<file path="src/verilog/clk_ref_pkg.sv">
// constants and carrier types for the clock and reference control registers
// assumes byte-wide register access from the serial configuration port engine
package clk_ref_pkg;
  localparam int ADDR_W = 15;
  localparam int POS_W = 24;
  localparam int SAMPLE_W = 12;
  localparam logic [ADDR_W-1:0] CLOCK_CONTROL_ONE_OFS = 15'h002A;
  localparam logic [ADDR_W-1:0] CLOCK_CONTROL_TWO_OFS = 15'h002B;
  localparam logic [ADDR_W-1:0] REF_POS_B0_OFS = 15'h002C;
  localparam logic [ADDR_W-1:0] REF_POS_B1_OFS = 15'h002D;
  localparam logic [ADDR_W-1:0] REF_POS_B2_OFS = 15'h002E;
  localparam logic [7:0] CLOCK_CONTROL_ONE_RST = 8'h00;
  localparam logic [7:0] CLOCK_CONTROL_TWO_RST = 8'h11;
  localparam logic [POS_W-1:0] REF_POS_RST = 24'h000000;
  // field positions, clock_control_one
  localparam int TS_REF_BIT = 3;
  localparam int DEV_PECL_BIT = 2;
  localparam int REF_PECL_BIT = 1;
  localparam int REF_INV_BIT = 0;
  // field positions, clock_control_two
  localparam int FB_GAIN_BIT = 4;
  localparam int NOISE_SUPP_BIT = 2;
  localparam int SCLK_DEL_LSB = 0;
  localparam int SCLK_DEL_W = 2;
  localparam int REF_SEL_W = 4;

  typedef struct packed {
    logic reference_as_timestamp_enable;
    logic device_clock_pecl_mode;
    logic reference_input_pecl_mode;
    logic reference_polarity_invert;
  } ctrl_one_t;

  typedef struct packed {
    logic feedback_gain_high;
    logic supply_noise_suppress;
    logic [SCLK_DEL_W-1:0] sample_clock_delay;
  } ctrl_two_t;

  typedef struct packed {
    logic wr;
    logic rd;
    logic [ADDR_W-1:0] addr;
    logic [7:0] wdata;
  } reg_req_t;
endpackage

</file>
<file path="src/verilog/clock_sysref_control_regs.sv">
// clock and alignment-reference control registers with position status
// assumes the serial port engine delivers single-cycle byte requests on clk_i
// assumes the delay-line taps are held steady around each reference edge
// position bytes are read live; a capture between byte reads tears the word
//
// Overview of operation
// - reference drives sample LSB when both enables set
// - timestamp only valid with downconverter bypassed
// - bit 2 selects device clock PECL mode
// - bit 1 selects reference input PECL mode
// - bit 0 inverts reference before alignment
// - first control byte at 0x2A, reset 0x00
// - second control byte resets 0x11, reserved bits writable
// - bit 4 selects high feedback gain
// - bit 2 enables analog supply noise suppression
// - bits 1:0 one-hot sample clock delay
// - 24-bit reference edge position status
// - position at 0x2C, read-only, undefined before capture
// - 4-bit delay select; zero allows auto calibration
// - fine bit shrinks windowing delay steps
`timescale 1ns/1ps
module clock_sysref_control_regs
  import clk_ref_pkg::*;
(
  input wire logic clk_i,                                // 40 MHz clock
  input wire logic rst_i,                                // async reset, high
  input wire logic ce_i,                                 // clock enable
  input wire reg_req_t req_i,                            // register request
  output logic [7:0] rdata_o,                            // read data
  input wire logic timestamp_global_enable_i,            // general timestamp enable
  input wire logic ddc_bypass_i,                         // downconverter bypassed
  input wire logic [REF_SEL_W-1:0] reference_delay_select_i, // delay select field
  input wire logic reference_window_fine_i,              // zoom bit
  input wire logic ref_i,                                // reference pin level
  input wire logic [POS_W-1:0] ref_taps_i,               // delay-line taps
  input wire logic [SAMPLE_W-1:0] sample_i,              // converter sample
  output logic [SAMPLE_W-1:0] sample_o,                  // sample with timestamp
  output ctrl_one_t ctrl_one_o,                          // first control fields
  output ctrl_two_t ctrl_two_o,                          // second control fields
  output logic ref_aligned_o,                            // corrected reference
  output logic [REF_SEL_W-1:0] ref_delay_sel_o,          // applied capture delay
  output logic auto_cal_allowed_o,                       // auto calibration usable
  output logic window_fine_o,                            // fine step select
  output logic pos_valid_o                               // position captured
);
  // stored bytes; reserved bits are kept so they read back as written
  logic [7:0] ctrl_one_ff;
  logic [7:0] ctrl_two_ff;
  logic [7:0] rdata_ff;
  logic [SAMPLE_W-1:1] sample_hi_ff;
  logic sample_lsb_ff;
  // position word and corrected reference from the capture stage
  logic [POS_W-1:0] pos;
  logic ref_level;

  // the read path hands the position out as exactly three bytes
  if (POS_W != 24) begin : g_bad_pos_w
    $error("position width must be three bytes");
  end

  // bit 0 carries the timestamp, so one bit at least must pass through
  if (SAMPLE_W < 2) begin : g_bad_sample_w
    $error("sample width too small");
  end

  // the top field of each byte, bits 3 and 4, must lie inside its byte
  if (TS_REF_BIT > 7 || FB_GAIN_BIT > 7) begin : g_bad_field_pos
    $error("field position outside the byte");
  end

  // delay field must sit below the noise suppress bit
  if (SCLK_DEL_LSB + SCLK_DEL_W > NOISE_SUPP_BIT) begin : g_bad_delay_field
    $error("sample clock delay field overlaps");
  end

  // the delay field must leave reset with a tap selected
  if (CLOCK_CONTROL_TWO_RST[SCLK_DEL_LSB +: SCLK_DEL_W] == {SCLK_DEL_W{1'b0}}) begin : g_bad_delay_rst
    $error("sample clock delay reset selects no tap");
  end

  // the address must be wide enough to tell the map apart
  if (ADDR_W < 6) begin : g_bad_addr_w
    $error("address too narrow for the map");
  end

  // ce_i low makes the port deaf as well as freezing state,
  // so a request offered in a frozen cycle is simply lost
  wire req_wr = ce_i & req_i.wr;
  wire req_rd = ce_i & req_i.rd;

  // full-width compare, so no alias of the map answers
  wire hit_one = (req_i.addr == CLOCK_CONTROL_ONE_OFS);
  wire hit_two = (req_i.addr == CLOCK_CONTROL_TWO_OFS);
  wire hit_pos_lo = (req_i.addr == REF_POS_B0_OFS);
  wire hit_pos_mid = (req_i.addr == REF_POS_B1_OFS);
  wire hit_pos_hi = (req_i.addr == REF_POS_B2_OFS);

  // write strobes; the position bytes have no write path at all
  // reserved bits are stored like any other bit
  wire wr_one = req_wr & hit_one;
  wire wr_two = req_wr & hit_two;
  wire [7:0] nxt_ctrl_one = wr_one ? req_i.wdata : ctrl_one_ff;
  wire [7:0] nxt_ctrl_two = wr_two ? req_i.wdata : ctrl_two_ff;

  // read sources are or-ed; an unmapped address reads zero
  // position bytes are served live from the capture stage
  wire [7:0] rd_one = hit_one ? ctrl_one_ff : 8'h00;
  wire [7:0] rd_two = hit_two ? ctrl_two_ff : 8'h00;
  wire [7:0] rd_pos_lo = hit_pos_lo ? pos[7:0] : 8'h00;
  wire [7:0] rd_pos_mid = hit_pos_mid ? pos[15:8] : 8'h00;
  wire [7:0] rd_pos_hi = hit_pos_hi ? pos[23:16] : 8'h00;
  wire [7:0] rd_mux =
    rd_one |
    rd_two |
    rd_pos_lo |
    rd_pos_mid |
    rd_pos_hi;
  // a read and a write in one cycle return the old byte
  wire [7:0] nxt_rdata = req_rd ? rd_mux : rdata_ff;

  // first control byte; reset leaves every receiver in its default mode
  always_ff @(posedge clk_i or posedge rst_i) begin
    if (rst_i) begin
      ctrl_one_ff <= CLOCK_CONTROL_ONE_RST;
    end else if (ce_i) begin
      ctrl_one_ff <= nxt_ctrl_one;
    end
  end

  // second control byte
  always_ff @(posedge clk_i or posedge rst_i) begin
    if (rst_i) begin
      ctrl_two_ff <= CLOCK_CONTROL_TWO_RST;
    end else if (ce_i) begin
      ctrl_two_ff <= nxt_ctrl_two;
    end
  end

  // read data holds until the next read
  always_ff @(posedge clk_i or posedge rst_i) begin
    if (rst_i) begin
      rdata_ff <= 8'h00;
    end else if (ce_i) begin
      rdata_ff <= nxt_rdata;
    end
  end

  // field taps of the stored bytes
  // bit 3 alone does nothing; see the timestamp gate below
  wire ts_ref_sel = ctrl_one_ff[TS_REF_BIT];
  wire dev_clk_pecl = ctrl_one_ff[DEV_PECL_BIT];
  wire ref_in_pecl = ctrl_one_ff[REF_PECL_BIT];
  wire ref_invert = ctrl_one_ff[REF_INV_BIT];
  wire fb_gain_high = ctrl_two_ff[FB_GAIN_BIT];
  wire noise_suppress = ctrl_two_ff[NOISE_SUPP_BIT];
  wire [SCLK_DEL_W-1:0] sclk_delay = ctrl_two_ff[SCLK_DEL_LSB +: SCLK_DEL_W];

  // the position is undefined until the first capture; here it starts
  // at zero and pos_valid_o tells the two apart
  // invert acts ahead of the edge detector, so flipping it while the
  // reference idles can itself be taken as an edge
  ref_edge_capture #(
    .TAP_W(POS_W)
  ) u_capture (
    .clk_i(clk_i),
    .rst_i(rst_i),
    .ce_i(ce_i),
    .ref_i(ref_i),
    .taps_i(ref_taps_i),
    .invert_i(ref_invert),
    .ref_level_o(ref_level),
    .pos_o(pos),
    .pos_valid_o(pos_valid_o)
  );

  // lsb replacement only when the downconverter is bypassed;
  // the mark is the registered reference, one clock behind the sync stage
  wire ts_allowed = timestamp_global_enable_i & ddc_bypass_i;
  wire ts_on = ts_ref_sel & ts_allowed;
  wire nxt_sample_lsb = ts_on ? ref_level : sample_i[0];
  wire [SAMPLE_W-1:1] nxt_sample_hi = sample_i[SAMPLE_W-1:1];

  // upper sample bits pass one register stage untouched
  always_ff @(posedge clk_i or posedge rst_i) begin
    if (rst_i) begin
      sample_hi_ff <= '0;
    end else if (ce_i) begin
      sample_hi_ff <= nxt_sample_hi;
    end
  end

  // lsb stage: converter bit or the corrected reference
  always_ff @(posedge clk_i or posedge rst_i) begin
    if (rst_i) begin
      sample_lsb_ff <= 1'b0;
    end else if (ce_i) begin
      sample_lsb_ff <= nxt_sample_lsb;
    end
  end

  // registered data outputs
  assign sample_o = {sample_hi_ff, sample_lsb_ff};
  assign rdata_o = rdata_ff;
  assign ref_aligned_o = ref_level;

  // control fields straight from the stored bytes
  assign ctrl_one_o.reference_as_timestamp_enable = ts_ref_sel;
  assign ctrl_one_o.device_clock_pecl_mode = dev_clk_pecl;
  assign ctrl_one_o.reference_input_pecl_mode = ref_in_pecl;
  assign ctrl_one_o.reference_polarity_invert = ref_invert;
  assign ctrl_two_o.feedback_gain_high = fb_gain_high;
  assign ctrl_two_o.supply_noise_suppress = noise_suppress;
  assign ctrl_two_o.sample_clock_delay = sclk_delay;

  // select and zoom pass straight through
  assign ref_delay_sel_o = reference_delay_select_i;
  assign auto_cal_allowed_o = (reference_delay_select_i == '0);
  assign window_fine_o = reference_window_fine_i;
endmodule

</file>
<file path="src/verilog/ref_edge_capture.sv">
// reference edge capture: synchronises the alignment reference and the
// delay-line taps, applies polarity, and latches the tap vector on each rising edge
// assumes taps and reference arrive from outside the clk_i domain
`timescale 1ns/1ps
module ref_edge_capture
  import clk_ref_pkg::*;
#(
  parameter int TAP_W = POS_W
) (
  input wire logic clk_i,                // system clock
  input wire logic rst_i,                // async reset, high
  input wire logic ce_i,                 // clock enable
  input wire logic ref_i,                // raw reference level
  input wire logic [TAP_W-1:0] taps_i,   // raw delay-line taps
  input wire logic invert_i,             // polarity invert
  output logic ref_level_o,              // polarity-corrected reference
  output logic [TAP_W-1:0] pos_o,        // captured position
  output logic pos_valid_o               // an edge has been captured
);
  if (TAP_W < 1 || TAP_W > POS_W) begin : g_bad_tap_w
    $error("TAP_W out of range");
  end

  logic [1:0] ref_sync_ff;
  logic [TAP_W-1:0] tap_meta_ff;
  logic [TAP_W-1:0] tap_sync_ff;
  logic ref_prev_ff;
  logic ref_level_ff;
  logic [TAP_W-1:0] pos_ff;
  logic pos_valid_ff;
  wire ref_pol = ref_sync_ff[1] ^ invert_i;
  wire edge_seen = ref_pol & ~ref_prev_ff;

  always_ff @(posedge clk_i or posedge rst_i) begin
    if (rst_i) begin
      ref_sync_ff <= 2'h0;
      tap_meta_ff <= '0;
      tap_sync_ff <= '0;
      ref_prev_ff <= 1'b0;
      ref_level_ff <= 1'b0;
    end else if (ce_i) begin
      ref_sync_ff <= {ref_sync_ff[0], ref_i};
      tap_meta_ff <= taps_i;
      tap_sync_ff <= tap_meta_ff;
      ref_prev_ff <= ref_pol;
      ref_level_ff <= ref_pol;
    end
  end

  always_ff @(posedge clk_i or posedge rst_i) begin
    if (rst_i) begin
      pos_ff <= '0;
      pos_valid_ff <= 1'b0;
    end else if (ce_i && edge_seen) begin
      pos_ff <= tap_sync_ff;
      pos_valid_ff <= 1'b1;
    end
  end

  assign ref_level_o = ref_level_ff;
  assign pos_o = pos_ff;
  assign pos_valid_o = pos_valid_ff;
endmodule

</file>
<file path="config.mk">
export PLATFORM = sky130hd
export DESIGN_NAME = clock_sysref_control_regs
export DESIGN_NICKNAME = d
export VERILOG_FILES = /design/src/verilog/clk_ref_pkg.sv /design/src/verilog/clock_sysref_control_regs.sv /design/src/verilog/ref_edge_capture.sv
export SDC_FILE = /design/constraint.sdc
export NUM_CORES = 1
export LEC_CHECK = 0
export ABC_AREA = 1
export BUFFER_PORTS_ARGS = -buffer_cell sky130_fd_sc_hd__buf_2
export CORE_MARGIN = 4
export CORE_UTILIZATION = 31
export CTS_CLUSTER_DIAMETER = 60
export DETAILED_ROUTE_END_ITERATION = 10
export PLACE_DENSITY = 0.56
export SYNTH_ARGS = -nofsm -noshare
export SYNTH_HDL_FRONTEND = slang
export SYNTH_SLANG_ARGS = --single-unit
</file>
<file path="constraint.sdc">
create_clock -name clk_i -period 3.5 [get_ports clk_i]
set_input_delay 0.35 -clock clk_i [delete_from_list [all_inputs] [get_ports clk_i]]
set_output_delay 0.35 -clock clk_i [all_outputs]
set_load 0.05 [all_outputs]
</file>
==> results.yml <==
outcome:
  status: "complete, no violations"
yosys:
  synth_area_um2: 4890
  syn_avg_cell_area_um2: 8.58
  ys_warn_count: 0
  ys_seq_area_frac: 0.574
  syn_nets: 642
  synthCells: 570
  yosys_register_bits: 112
  synth_cell_type_count: 27
layout:
  syn2layout_area_growth_pct: 18.8
  ff_latch_area_um2: 2810
  n_antenna_cell: 0
  drive_above_1_share: 0.217
  fillers: 1609
  multi_input_area_um2: 1660
  final_nets: 721
detailed_routing:
  drcViolationCount: 0
  firstDrtPassIters: 4
  drtIter0Drc: 265
  vias: 3848
  viasPerCell: 4.45
  detail-route-antenna-nets: 0
  wl_um: 11200
  wl_per_cell_um: 12.9
timing:
  final_hold_viol_count: 0
  fin_setup_tns_ns: 0
  rsz0062_at_grt: "no"
  post-route-min-period_ns: 1.65
  fin_crit_sh: 0.471
  setup_viol: 0
  clock_skew_ns: 0.00530
  worst_pin_slew_ns: 0.965
  slew_violations: 0
  clock.fmax_mhz: 606
  slew_headroom: 0.357
setup_path:
  worstReg2RegEnd: "u_capture.pos_o[9]"
  criticalPathCategory: "in -> reg"
  cp_data_arrival_time_ns: 1.89
  r2r_start: "ctrl_one_ff[0]"
  rr_worst_depth: 6
  worstSetupStartpointType: "input port"
  required_ns: 3.75
  rrSetupSlack_ns: 2.03
  crit_path_max_fanout: 42
  cp-end-kind: "register"
global_routing:
  grt_pass1_vias: 3760
  grt_max_degree: 82
  grt_pass1_wl_um: 18600
  antenna_found_initial: 0
  overflow: 0
  gr-usage-all-layers: 0.129
die:
  die-area_um2: 17900
  rows: 45
  initial_core_util: 0.319
  pin_count: 108
  die_y_um: 134
  core_area_um2: 15300
  die_w_um: 134
pwr:
  p_total_mw: 3.03
  ir_worst_vdd_mv: 0.212
  cellLeakagePower_nw: 3.07
  power_density_nw_per_um2: 521
min_path:
  hp-class: "in -> reg"
  hold_path_depth: 3
  hold_path_end: "u_capture.tap_meta_ff[0]"
  min_from: "ref_taps_i[0]"
job:
  drv_cap: 0
placed_design:
  portBuffers: 105
  hpwl_um: 8080
  place_congestion: 0.805
clock_tree:
  postCtsResizedCells: 0
  clkTransAtPathRegs_ns: 0.07
  cts_hold_buffers: 0
  cts_sinks: 112
  cts_setup_buffers: 0
  cts_buffers: 9
  cts_max_level: 3
  insertion_delay_ns: 0.35
  root_buffer: "clkbuf_16"
  cts_tree: "done"
  clockBufferDepth: 2
==> power breakdown <==
group / leakage (nW) / switching (mW) / internal, mW
Sequential: 1.41 / 0.0924 / 1.45
Combinational: 1.51 / 0.293 / 0.130
Clock: 0.150 / 0.488 / 0.572
==> synth_stat cells <==
cell	number	share of area
clkbuf_1	18	0.014
nor2_4	1	0.0023
a21oi_1	8	0.0082
nor4_1	1	0.0013
o21ai_0	41	0.042
inv_2	2	0.0015
nor2_8	1	0.0041
buf_6	1	0.0023
o21a_1	7	0.011
buf_1	3	0.0023
buf_2	8	0.0082
nand3_2	1	0.0020
nand4_2	1	0.0026
nor2_1	24	0.018
dfrtp_1	110	0.56
nor2_2	1	0.0013
nand3_1	3	0.0031
o21ai_1	20	0.020
buf_4	14	0.021
dfstp_2	2	0.011
nand2_1	208	0.16
inv_1	50	0.038
o21bai_1	1	0.0015
xnor2_1	1	0.0018
nand4_1	39	0.050
nor3_4	2	0.0067
nand2_2	2	0.0026
==> cell type report <==
type	instances	area share
sequential	112	0.483
clock buffer	9	0.0388
inverter	52	0.0340
timing repair buffer	112	0.0995
tap	211	0.0454
multi-input combinational	362	0.285
clock inverter	7	0.0149
==> kinds of logic (layout without fill, tap and decap cells) <==
kind of cell    count (synthesis)  count (layout)  synth area share
compound gates                 77              77            0.0829
xor+xnor                        1               1           0.00179
buf+inv                        96             180            0.0880
flops                         112             112             0.574
simple gates                  284             284             0.254
==> sequential cells by signal, indices dropped and copies added, names as in the netlist <==
register / flops
u_capture.pos_o: 24
u_capture.tap_meta_ff: 24
u_capture.tap_sync_ff: 24
sample_hi_ff: 11
ctrl_one_ff: 8
ctrl_two_ff: 8
rdata_o: 8
u_capture.ref_sync_ff: 2
sample_lsb_ff: 1
u_capture.pos_valid_o: 1
u_capture.ref_level_o: 1
==> per-layer routing <==
metal	wire length, µm	share of wire	vias to the layer above	global-route usage
li1	-	-	1957	-
met1	5430	0.49	1749	0.177
met2	4730	0.42	129	0.191
met3	853	0.076	13	0.0449
met4	163	0.015	0	0.0406
met5	0	0	-	0
==> placed cells by master, fill, tap and decap left out, types with 8 or more instances in the layout <==
cell type,instances
a21oi_1,8
buf_2,105
clkbuf_16,9
dfrtp_1,110
inv_1,49
nand2_1,208
nand4_1,39
nor2_1,24
o21ai_0,41
o21ai_1,20
==> worst max-delay path: stages <==
cell and delay (ns):
buf_2 0.11, nor3_4 0.16, buf_4 0.38, nand3_1 0.19, nor3_4 0.47, nand2_1 0.10
o21a_1 0.13
==> worst max path at each step <==
stage                   start              to  cells after the start  slack [ns]
finish              req_i[21]  ctrl_two_ff[6]                      7        1.85
global route        req_i[21]  ctrl_two_ff[5]                      7        1.69
CTS                 req_i[21]  ctrl_two_ff[3]                      7        1.88
detailed placement  req_i[21]  ctrl_two_ff[1]                      7        1.50
global placement    req_i[21]  ctrl_two_ff[5]                      7        1.57
floorplan               rst_i  ctrl_one_ff[0]                      1        0.19
==> through the flow <==
| step | std cells | hold WS, ns | setup WS [ns] | instance area (µm²) | util |
|---|---|---|---|---|---|
| finish | 865 | 0.194 | 1.85 | 5810 | 0.379 |
| global route | 865 | 0.187 | 1.69 | 5810 | 0.379 |
| CTS | 865 | 0.176 | 1.88 | 5810 | 0.379 |
| detailed placement | 849 | 0.454 | 1.50 | 5500 | 0.359 |
| global placement | 849 | 0.451 | 1.57 | 5500 | 0.359 |
| floorplan | 570 | 0.442 | 0.194 | 4890 | - |
(Power assumes the default switching activity.)
